File: src/hdl/rms_fifo.sv
`timescale 1ns/1ps
package rms_pkg;
  // System clock rate and coil pulse length
  localparam int unsigned CLK_HZ = 50_000_000;
  localparam int unsigned COIL_PULSE_MS = 7;
  localparam int unsigned MS_PER_S = 1000;
  localparam int unsigned COIL_PULSE_CYC = (COIL_PULSE_MS * CLK_HZ) / MS_PER_S;
  // Command word layout, FIFO depth and pulse counter width
  localparam int unsigned BANK_W = 8;
  localparam int unsigned PATTERN_W = 16;
  localparam int unsigned FIFO_DEPTH = 16;
  localparam int unsigned CNT_W = 20;
endpackage : rms_pkg

module rms_fifo #(
  parameter int unsigned WIDTH = 24,
  parameter int unsigned DEPTH = 16
) (
  input wire logic i_clk_sys, // System clock
  input wire logic i_srst, // Synchronous reset
  input wire logic i_wr, // Write strobe
  input wire logic [WIDTH-1:0] i_wr_data, // Write word
  output logic o_full, // No room left
  input wire logic i_rd, // Pop strobe
  output logic [WIDTH-1:0] o_rd_data, // Head word
  output logic o_empty_n // Entries present, active low empty
);
  localparam int unsigned AW = (DEPTH > 1) ? $clog2(DEPTH) : 1;

  initial begin
    if (DEPTH < 2 || (1 << AW) != DEPTH) begin
      $error("rms_fifo depth must be a power of two, at least 2");
    end
  end

  typedef struct packed {
    logic [AW:0] wr_ptr;
    logic [AW:0] rd_ptr;
  } rms_fifo_s;

  rms_fifo_s st_r;
  rms_fifo_s st_nxt;
  logic [WIDTH-1:0] mem [DEPTH];
  logic do_wr;
  logic do_rd;

  // Status flags from the pointers
  assign o_empty_n = (st_r.wr_ptr != st_r.rd_ptr);
  assign o_full = (st_r.wr_ptr[AW-1:0] == st_r.rd_ptr[AW-1:0]) && (st_r.wr_ptr[AW] != st_r.rd_ptr[AW]);
  assign do_wr = i_wr && !o_full;
  assign do_rd = i_rd && o_empty_n;
  assign o_rd_data = mem[st_r.rd_ptr[AW-1:0]];

  // Pointer update
  always_comb begin
    st_nxt = st_r;
    if (do_wr) begin
      st_nxt.wr_ptr = st_r.wr_ptr + 1'b1;
    end
    if (do_rd) begin
      st_nxt.rd_ptr = st_r.rd_ptr + 1'b1;
    end
  end

  always_ff @(posedge i_clk_sys) begin
    if (i_srst) begin
      st_r <= '0;
    end else begin
      st_r <= st_nxt;
    end
  end

  // Storage array
  always_ff @(posedge i_clk_sys) begin
    if (do_wr) begin
      mem[st_r.wr_ptr[AW-1:0]] <= i_wr_data;
    end
  end
endmodule : rms_fifo

File: src/hdl/rms_sequencer.sv
// Overview of operation
// RULE1 - Every command write stores bank address and pattern in the FIFO first; the code refuses a write while the FIFO is full.
// RULE2 - Acknowledge goes out once the command is stored, not after relays move.
// RULE3 - After the acknowledge, the bus side tells the drain side to start.
// RULE4 - While FIFO is not empty, pop entries and drive a 7 ms coil pulse each.
// RULE5 - One pulse drives a whole bank of up to 16 relays.
// RULE6 - Keep popping entries back to back until the FIFO is empty.
// RULE7 - Empty FIFO after the last pulse raises the interrupt request.
// RULE8 - Interrupt only once per complete list, never per relay.
// RULE9 - Reset, power-on and power-off never pulse the coils.
// RULE10 - After reset the commander must send commands that open every relay; the testbench opens banks 0 to 3 only.
// RULE11 - Bank pulses never overlap; at most one coil pulse at a time.
// RULE12 - Each entry pairs a bank select with a per-relay open/close pattern.
`timescale 1ns/1ps
module rms_sequencer
  import rms_pkg::*;
#(
  parameter int unsigned P_PULSE_CYCLES = COIL_PULSE_CYC,
  parameter int unsigned P_FIFO_DEPTH = FIFO_DEPTH
) (
  input wire logic i_clk_sys, // 50 MHz system clock
  input wire logic i_srst, // Synchronous reset, active high
  input wire logic i_cmd_wr, // Command write strobe
  input wire logic [BANK_W-1:0] i_cmd_bank, // Bank select address
  input wire logic [PATTERN_W-1:0] i_cmd_pattern, // Relay direction pattern
  output logic o_cmd_ready, // FIFO has room
  output logic o_cmd_ack, // Data acknowledge pulse
  output logic o_coil_pulse, // Coil drive active
  output logic [BANK_W-1:0] o_coil_bank, // Bank being driven
  output logic [PATTERN_W-1:0] o_coil_pattern, // Pattern being driven
  output logic o_irq, // Interrupt request, held
  input wire logic i_irq_ack // Commander clears the request
);
  localparam int unsigned ENTRY_W = BANK_W + PATTERN_W;

  initial begin
    if (P_PULSE_CYCLES < 1 || P_PULSE_CYCLES >= (1 << CNT_W)) begin
      $error("rms_sequencer pulse length out of counter range");
    end
  end

  typedef enum {ST_IDLE, ST_GAP, ST_DRIVE} rms_state_e;

  typedef struct packed {
    rms_state_e state;
    logic [CNT_W-1:0] cnt;
    logic ack;
    logic go;
    logic coil;
    logic [BANK_W-1:0] bank;
    logic [PATTERN_W-1:0] pattern;
    logic irq;
  } rms_seq_s;

  rms_seq_s st_r;
  rms_seq_s st_nxt;
  logic fifo_full;
  logic fifo_empty_n;
  logic fifo_pop;
  logic wr_take;
  logic [ENTRY_W-1:0] head;

  ////////////////////////////////////////////////////////////////////////////////
  // Command FIFO
  assign wr_take = i_cmd_wr && !fifo_full;
  assign o_cmd_ready = !fifo_full;

  rms_fifo #(
    .WIDTH(ENTRY_W),
    .DEPTH(P_FIFO_DEPTH)
  ) u_fifo (
    .i_clk_sys(i_clk_sys),
    .i_srst(i_srst),
    .i_wr(i_cmd_wr), // [RULE1] [RULE12]
    .i_wr_data({i_cmd_bank, i_cmd_pattern}),
    .o_full(fifo_full),
    .i_rd(fifo_pop),
    .o_rd_data(head),
    .o_empty_n(fifo_empty_n)
  );

  ////////////////////////////////////////////////////////////////////////////////
  // Sequencer next state
  always_comb begin
    st_nxt = st_r;
    fifo_pop = 1'b0;
    st_nxt.ack = wr_take; // [RULE2]
    st_nxt.go = st_r.ack; // [RULE3]
    if (i_irq_ack) begin
      st_nxt.irq = 1'b0;
    end
    case (st_r.state)
      ST_IDLE: begin
        if (st_r.go) begin
          st_nxt.state = ST_GAP;
        end
      end
      ST_GAP: begin
        if (fifo_empty_n) begin // [RULE4] [RULE6]
          fifo_pop = 1'b1;
          st_nxt.bank = head[ENTRY_W-1:PATTERN_W]; // [RULE12]
          st_nxt.pattern = head[PATTERN_W-1:0];
          st_nxt.cnt = CNT_W'(P_PULSE_CYCLES - 1);
          st_nxt.coil = 1'b1; // [RULE5]
          st_nxt.state = ST_DRIVE;
        end else begin
          st_nxt.irq = 1'b1; // [RULE7] [RULE8]
          st_nxt.state = ST_IDLE;
        end
      end
      ST_DRIVE: begin
        if (st_r.cnt == '0) begin
          st_nxt.coil = 1'b0; // [RULE11]
          st_nxt.state = ST_GAP;
        end else begin
          st_nxt.cnt = st_r.cnt - 1'b1;
        end
      end
      default: begin
        st_nxt.state = ST_IDLE;
        st_nxt.coil = 1'b0;
      end
    endcase
  end

  // Reset leaves the coils idle so relays keep their positions
  always_ff @(posedge i_clk_sys) begin
    if (i_srst) begin
      st_r <= '{state: ST_IDLE, default: '0}; // [RULE9]
    end else begin
      st_r <= st_nxt;
    end
  end

  // Outputs from the state flops
  assign o_cmd_ack = st_r.ack;
  assign o_coil_pulse = st_r.coil;
  assign o_coil_bank = st_r.bank;
  assign o_coil_pattern = st_r.pattern;
  assign o_irq = st_r.irq;
endmodule : rms_sequencer

File: config.mk
export PLATFORM = sky130hd
export DESIGN_NAME = rms_sequencer
export DESIGN_NICKNAME = d
export VERILOG_FILES = /design/src/hdl/rms_fifo.sv /design/src/hdl/rms_sequencer.sv
export SDC_FILE = /design/constraint.sdc
export NUM_CORES = 1
export LEC_CHECK = 0
export BUFFER_PORTS_ARGS = -buffer_cell sky130_fd_sc_hd__clkbuf_2
export CAP_MARGIN = 20
export CORE_MARGIN = 10
export CORE_UTILIZATION = 40
export DETAILED_ROUTE_END_ITERATION = 8
export GPL_TIMING_DRIVEN = 0
export PLACE_DENSITY = 0.53
export SYNTH_ARGS = -nofsm -noshare
export SYNTH_HDL_FRONTEND = slang
export SYNTH_SLANG_ARGS = --single-unit
export TNS_END_PERCENT = 5
File: constraint.sdc
create_clock -name i_clk_sys -period 4.98 [get_ports i_clk_sys]
set_input_delay 0.996 -clock i_clk_sys [delete_from_list [all_inputs] [get_ports i_clk_sys]]
set_output_delay 0.996 -clock i_clk_sys [all_outputs]
set_load 0.02 [all_outputs]
# After elaboration in Yosys (flattened, before gate mapping)
# Memories as Yosys holds them, arrays and structs flattened. A register that Yosys moved wholly into a read port is not among the register bits.
# Cells that the tools add are included.
# word_totals
mem_count,1
mem_bits_ro,0
in_bits,28
ramBits,384
reg_bits,90
latch_bits,0
# mem_list
memory,words,word_bits,read_ports,rd_clocked_by_memory_dff,wr,line_no,rtl
u_fifo.mem,16,24,1,1,1,rms_fifo.sv:43,logic [WIDTH-1:0] mem [DEPTH];
# op_classes
n_bitwise,1
eq_ne,9
magnitude_cmp,0
multipliers,0
n_shift,0
n_mux,19
div_mod_pow,0
reduce_logical,11
n_addsub,3
# ops
operator,n
$pmux W32 S3,1
$mux W32,2
$mux W20,2
$pmux W20 S2,1
$eq A32 B1 Y1 const B,1
$eq A32 B2 Y1 const B,1
$logic_not A32 Y1,1
$mux W25,1
$logic_not A20 Y1,1
$sub A20 B1 Y20 const B,1
$add A5 B1 Y5 const B,2
$mux W1,8
$mux W4,2
$ne A2 B2 Y1 const B,3
$reduce_and A3 Y1,2
$ne A5 B5 Y1,1
$eq A4 B4 Y1,1
$reduce_and A2 Y1,2
$logic_and A1 B1 Y1,3
$pmux W1 S3,1
$mux W2,1
$ne A2 B1 Y1 const B,1
$reduce_bool A2 Y1,1
$logic_not A1 Y1,1
2 further kinds,2

# Depth between registers and ports, before layout
# Gate-level depths: netlist (run 1).
# depth
word_depth,6
mapped_depth,9
mapped_depth_nobuf,7

# Cells and area by module
# Synthesis (run 1) repeated with hierarchy kept, for this count alone.
# unflattened
hier_cells,923
hier_area_um2,17714.5
# modules_own_cells
mod,seq_area_each_um2,cells_each,n_inst,area_per_inst_um2
rms_fifo,11811.3,637,1,15320.9
rms_sequencer,1001.0,286,1,2393.5

# Worst setup path before layout (run 1)
# No wires, ideal clock.
# synth_timing
path_type,input -> register
from,in i_cmd_wr
to,mem u_fifo.mem[3][0] (enable)
cell_stages,2
path_slack_ns,1.730
t_arrival_ns,2.815
path_buffers,0
t_required_ns,4.545
path_cell_list,o211ai_1 -> nor3_1
# synth_via
elab_chain_cells,3
# synth_rtl
item,line_no,rtl
start: declaration,rms_sequencer.sv:23,"input wire logic i_cmd_wr,"
$logic_and A1 B1 Y1,rms_fifo.sv:50,assign do_wr = i_wr && !o_full;
$mux W1,rms_fifo.sv:75,if (do_wr) begin
$mux W1 (implied by the code),rms_fifo.sv:76,mem[st_r.wr_ptr[AW-1:0]] <= i_wr_data;
end: declaration,rms_fifo.sv:43,
# Every way passes these cells.

# Worst setup path after layout (run 1)
# layout_timing
from,reg u_fifo.st_r[7] (netlist name)
to,mem u_fifo.mem[2][16] (enable)
# layout_via
elab_chain_cells,6
# layout_rtl
item,line_no,rtl
start: declaration,rms_fifo.sv:41,rms_fifo_s st_r;
start signal: assignment,rms_fifo.sv:69,st_r <= st_nxt;
$eq A4 B4 Y1,rms_fifo.sv:49,assign o_full = (st_r.wr_ptr[AW-1:0] == st_r.rd_ptr[AW-1:0]) && (st_r.wr_ptr[AW] != st_r.rd_ptr[AW]);
$logic_and A1 B1 Y1,rms_fifo.sv:49,
$logic_not A1 Y1,rms_fifo.sv:50,
$logic_and A1 B1 Y1,rms_fifo.sv:50,
$mux W1,rms_fifo.sv:75,
$mux W1 (implied by the code),rms_fifo.sv:76,
# Parallel ways exist; a longest one is shown, timed or not.

==> metrics.cfg, run 1 <==
[run_status]
outcome = completed

[final_layout]
nets = 1096
syn_to_final_growth_pct = 16.42
num_antenna_cells = 0
drive_above_1_share_pct = 27.97
instances_no_fill = 1686
postLayoutCellArea_um2 = 20280
num-fill-cells = 3681

[logic_synthesis]
synth_area_leader_cell = edfxtp_1
synth.most_common_cell = edfxtp_1
ys_seq_area_share_pct = 73.54
synth_cells = 945
ys_seq_elements = 448
synthDistinctLibCells = 54
ys_top_cells_by_count = edfxtp_1, mux4_2, nand2_1
synth_ff_type = edfxtp_1
avgSynthCellArea_um2 = 18.44
synth_area_um2 = 17420
synth_edf_count = 384
syn-num-nets = 980
yosysWarnings = 0
yosysTopAreaCellShare_pct = 66.19
synthTopCellsByArea = edfxtp_1, mux4_2, dfxtp_1
ys_async_sr_fraction_pct = 0

[timing]
tightest_slew_ns = 1.046
relSlewSlack_pct = 30.27
worst_clock_skew_ns = 0.01880
final-setup-viol-count = 0
fin_crit_ns = 2.966
tns_ns = 0
period_share_pct = 59.55
max_freq_mhz = 337.2
finalHoldViolCount = 0
slew_violations = 0
rsz0062_at_grt = no

[drt]
drt-pass1-iter-count = 5
routed_wl_um = 40670
drc = 0
routedWlPerCell_um = 24.12
viasPerCell = 5.362
vias = 9040
drt_iter0_markers = 826
ant_nets = 0

[worst_setup_path]
reg2reg_to = u_fifo.mem[2][16]
r2r_start = u_fifo.st_r[7]
regToRegSetupSlack_ns = 2.01
critical_path_class = reg2reg
cp.required_ns = 5.18
critPathLaunch = u_fifo.st_r[7]
cp-end-kind = flip-flop
crit_fanout = 24
critPathArrivalTime_ns = 3.16
startpoint_type = flip-flop
endpoint = u_fifo.mem[2][16]
worst-r2r-cell-count = 7

[power_and_ir_drop]
pwr-share-comb_pct = 3.9
ir_drop_mv = 0.2227
seqPwrFrac_pct = 51.2
p_switching_mw = 1.659
sw_frac_of_total_pct = 20.51
p_int_mw = 6.428
p_leak_nw = 6.500
p_clk_share_pct = 44.9
p_per_area_nw_per_um2 = 398.8

[placement]
gp_congestion = 0.7417
hpwl_um = 24130
placed_cells = 1596
portBuffers = 54
placed_area_um2 = 18680

[floorplanning]
coreArea_um2 = 43080
dieHeight_um = 228.7
die_w_um = 228.7
io_pins = 56
die_area_um2 = 52300
start_util_pct = 40.44
rows = 76

[global_route]
antenna_found_initial = 1
grt_pass1_vias = 9028
grt_first_pass_wirelength_um = 60500
grt_usage_pct = 15.56
grt.overflow.total = 0
grt_max_degree = 25

[clock_tree]
cts_sinks = 448
cts_tree = yes
root_buffer = clkbuf_16
clk_latency_ns = 0.58
numCtsBuffers = 48
clockBufferDepth = 3
postCtsSetupBuffers = 0
holdBufCountCts = 0
cts_resized = 0
clk_pin_slew_ns = 0.06
htree_levels = 2

[hold_path]
min_path_type = reg2reg

[flow_run]
drv_cap = 0

power groups by stage:
stage | combinational (mW) | sequential [mW] | clock [mW]
2_1_floorplan | 0.192 | 4.22 | 0
3_3_place_gp | 0.312 | 4.22 | 0
3_5_place_dp | 0.317 | 4.22 | 0
4_1_cts | 0.320 | 4.14 | 3.71
5_1_grt | 0.344 | 4.15 | 3.86
6_report | 0.313 | 4.14 | 3.63
placed cells by master, fill, tap and decap left out, types with 8 or more instances in the layout:
master     synthesis  layout
dfxtp_1           64      64
clkbuf_2           1      55
buf_4             28      28
clkinv_1           0       8
clkbuf_1          24      38
buf_2             18      18
and3_2             0      13
a22oi_1           48      48
buf_12             0       9
nand2_1           82      82
edfxtp_1         384     384
mux4_2            96      96
xnor2_1           22      22
nor2b_1           10       9
nor2_1            25      25
clkbuf_16          0      49
a21oi_1           45      44
flip-flops by register name, summed over array words and instances, names as in the netlist, named ones only:
name            count
u_fifo.mem        384
st_r               23
o_coil_pattern     16
u_fifo.st_r        10
o_coil_bank         8
o_cmd_ack           1
o_coil_pulse        1
o_irq               1
worst min path at each step:
| stage | startpoint | end | slack (ns) | cells after the start |
|---|---|---|---|---|
| after floorplan | o_coil_bank[0] | o_coil_bank[0] | 0.44 | 2 |
| after global placement | o_coil_bank[2] | o_coil_bank[2] | 0.45 | 2 |
| after detailed placement | o_coil_bank[3] | o_coil_bank[3] | 0.45 | 2 |
| after CTS | o_coil_pattern[7] | o_coil_pattern[7] | 0.46 | 2 |
| after global routing | o_coil_pattern[7] | o_coil_pattern[7] | 0.48 | 2 |
| final | o_coil_pattern[7] | o_coil_pattern[7] | 0.45 | 2 |
cells by family after synthesis:
logic type,share of synthesized area [%]
XOR/XNOR,1.257
AND/OR/NAND/NOR,5.042
AO/OA/AOI/OAI,4.496
multiplexers,12.59
adder cells (fa/ha/maj),0.5027
buffers and inverters,2.571
flip-flops,73.54
metal layers:
layer	track usage (%)	wire, um	share of wire (%)
met5	0	13	0.032
met4	4.811	824	2.0
met3	2.954	2513	6.2
met2	23.50	18600	46
met1	22.36	18710	46
worst max-delay path, cell delays in order, from the launching register on:
cell,delay [ns]
dfxtp_1,0.30
buf_2,0.17
xnor2_1,0.16
and4_1,0.20
buf_2,0.18
a21boi_2,0.35
clkbuf_1,0.34
and3_2,0.86
per-stage QoR:
step	util (%)	setup WS, ns	hold slack [ns]	total power [mW]
detailed placement	43.37	1.932	0.4488	4.541
floorplan	-	1.730	0.4367	4.413
global route	47.08	1.864	0.4796	8.350
CTS	47.08	2.040	0.4569	8.172
global placement	42.77	-0.6561	0.4458	4.535
finish	47.08	2.014	0.4536	8.087
area by class of cell:
class | count | area, um2 | area share (%)
timing repair buffer | 66 | 488.0 | 2.406
inverter | 7 | 26.28 | 0.1295
sequential | 448 | 12810 | 63.17
clock inverter | 26 | 307.8 | 1.518
tap | 585 | 732.0 | 3.609
clock buffer | 64 | 1292 | 6.373
buffer | 76 | 421.7 | 2.079
multi-input combinational | 414 | 4202 | 20.72
Note: power is estimated with default switching activity, not from simulation.
==> inputs of run 2 (changes only) <==
==> constraint.sdc (replaced) <==
create_clock -name i_clk_sys -period 2.9 [get_ports i_clk_sys]
set_input_delay 0.58 -clock i_clk_sys [delete_from_list [all_inputs] [get_ports i_clk_sys]]
set_output_delay 0.58 -clock i_clk_sys [all_outputs]
set_load 0.02 [all_outputs]
==> metrics.cfg, run 2 (synthesis gave the netlist of run 1 again) <==
[worst_setup_path]
cp.required_ns = 3.09  ; was 5.18 ns
worstPathCellList = buf_2 > xnor2_1 > and4_1 > buf_2 > a21boi_2 > clkbuf_1 > and3_2  ; unchanged
cpPeakStageDelay_ns = 0.81  ; was 0.86 ns
critPathArrivalTime_ns = 3.12  ; was 3.16 ns
crit_family = simple AND/OR/NAND/NOR gates  ; unchanged
path_buf_inv = 3  ; unchanged
path_common_cell = buf_2  ; unchanged
startpoint_type = flip-flop  ; unchanged
critPathLaunch = u_fifo.st_r[7]  ; unchanged
crit_fanout = 24  ; unchanged
r2r_start = u_fifo.st_r[7]  ; unchanged
critical_path_class = reg2reg  ; unchanged
slowest_stage = and3_2  ; unchanged
cp-end-kind = flip-flop  ; unchanged

[timing]
finalHoldViolCount = 0  ; unchanged
rsz0062_at_grt = yes  ; was no
max_freq_mhz = 341.8  ; was 337.2 MHz
relSlewSlack_pct = 31.95  ; was 30.27%
worst_clock_skew_ns = 0.009727  ; was 0.01880 ns
tns_ns = -0.6237  ; was 0 ns
final-setup-viol-count = 51  ; was 0
period_share_pct = 100.9  ; was 59.55%
slew_violations = 0  ; unchanged
fin_crit_ns = 2.926  ; was 2.966 ns
worst_slack_ns = -0.02566  ; was 2.014 ns
tightest_slew_ns = 1.021  ; was 1.046 ns

[final_layout]
syn_to_final_growth_pct = 15.48  ; was 16.42%
num-fill-cells = 3707  ; was 3681
postLayoutCellArea_um2 = 20120  ; was 20280 um2
layout_common_cells = edfxtp_1, mux4_2, nand2_1, dfxtp_1, clkbuf_2  ; unchanged
final_common_cell = edfxtp_1  ; unchanged
drive_above_1_share_pct = 27.86  ; was 27.97%
largest_reg_flops = 384  ; unchanged
num_antenna_cells = 0  ; unchanged
nets = 1089  ; was 1096

[clock_tree]
cts_sinks = 448  ; unchanged
numCtsBuffers = 47  ; was 48
root_buffer = clkbuf_16  ; unchanged
clk_latency_ns = 0.57  ; was 0.58 ns
cts_tree = yes  ; unchanged
clockBufferDepth = 3  ; unchanged
htree_levels = 2  ; unchanged
clk_pin_slew_ns = 0.06  ; about the same
postCtsSetupBuffers = 0  ; unchanged

[drt]
drt_iter0_markers = 760  ; was 826
vias = 8852  ; was 9040
viasPerCell = 5.282  ; was 5.362
ant_nets = 0  ; unchanged
routed_wl_um = 40870  ; was 40670 um
routedWlPerCell_um = 24.39  ; was 24.12 um
drt-pass1-iter-count = 5  ; unchanged
drc = 0  ; unchanged

[global_route]
antenna_found_initial = 0  ; was 1
grt_pass1_vias = 9220  ; was 9028
grt_usage_pct = 15.58  ; was 15.56%
grt_max_degree = 25  ; unchanged
grt.overflow.total = 0  ; unchanged
grt_first_pass_wirelength_um = 60690  ; was 60500 um

[floorplanning]
die_area_um2 = 52300  ; unchanged
io_pins = 56  ; unchanged
rows = 76  ; unchanged
die_w_um = 228.7  ; unchanged
coreArea_um2 = 43080  ; unchanged
dieHeight_um = 228.7  ; unchanged
start_util_pct = 40.44  ; unchanged

[power_and_ir_drop]
p_leak_nw = 6.418  ; was 6.500 nW
ir_drop_mv = 0.3356  ; was 0.2227 mV
p_per_area_nw_per_um2 = 669.9  ; was 398.8 nW/um2

[placement]
hpwl_um = 24170  ; was 24130 um
placed_area_um2 = 18630  ; was 18680 um2
portBuffers = 54  ; unchanged
gp_congestion = 0.7380  ; was 0.7417

[run_status]
outcome = finished with violations  ; was completed
violations = negative setup slack

[hold_path]
holdCritStartpoint = i_irq_ack  ; was o_coil_pattern[7]
min_path_type = in2reg  ; was reg2reg

[flow_run]
drv_cap = 0  ; unchanged

run 2: cell types whose count changed in the layout (fill, tap and decap cells not counted), moves of 2 or more:
| cell | before | now |
|---|---|---|
| buf_12 | 9 | 1 |
| clkbuf_1 | 38 | 32 |
| buf_16 | 0 | 5 |
| clkinv_2 | 7 | 12 |
| and3_2 | 13 | 9 |
| and3_4 | 0 | 4 |
| bufinv_16 | 7 | 3 |
| clkbuf_8 | 1 | 4 |
| buf_6 | 3 | 1 |
| clkbuf_16 | 49 | 47 |
run 2: per-stage QoR:
step                      power, mW  std cells  hold slack (ns)  setup slack (ns)  util (%)
after floorplan               7.577        945           0.4367            0.2819         -
after global placement        7.789       1584           0.4446            -1.530     42.78
after detailed placement      7.799       1590           0.4505          -0.01574     43.24
after CTS                     13.60       1676           0.2829          -0.02670     46.68
after global routing          13.91       1676           0.3141           -0.1765     46.70
final                         13.48       1676           0.3063          -0.02566     46.70
run 2: worst reg2reg max path, stage by stage (launching register included):
cell      delay [ns]
dfxtp_1         0.31
buf_2           0.21
xnor2_1         0.11
and4_1          0.20
buf_2           0.18
a21boi_2        0.38
clkbuf_1        0.33
and3_2          0.81
run 2: repair_timing:
| action | in CTS | in global routing |
|---|---|---|
| hold buffers | 0 | 0 |
| gates resized for setup | 1 | 3 |
| setup endpoints to repair | 62 | 192 |
run 2: final cells by class:
type | instances | area (um2) | area share, %
well taps | 585 | 732.0 | 3.638
plain buffers | 76 | 421.7 | 2.096
multi-input cells | 414 | 4223 | 20.99
clock inverters | 27 | 214.0 | 1.064
inverters | 7 | 26.28 | 0.1306
flip-flops and latches | 448 | 12810 | 63.69
clock buffers | 59 | 1261 | 6.269
repair buffers | 60 | 427.9 | 2.127
run 2: layer usage:
metal | GRT usage [%] | vias up | share of wire [%]
li1 | - | 3958 | -
met1 | 21.30 | 4642 | 46
met2 | 24.63 | 196 | 47
met3 | 3.276 | 56 | 5.0
met4 | 4.666 | 0 | 1.9
met5 | 0 | - | 0
run 2: worst paths after layout:
path / cells past startpoint / end / slack (ns)
worst max-delay path: 7 / u_fifo.mem[5][11] / -0.03
worst min-delay path: 3 / o_irq / 0.31
worst max register to register: 7 / u_fifo.mem[5][11] / -0.03
worst min register to register: 2 / o_coil_pattern[14] / 0.46
run 2: power breakdown:
group	switching, mW	internal, mW
logic	0.334	0.201
clock network	2.48	3.35
registers	0.0362	7.08
total	2.85	10.6
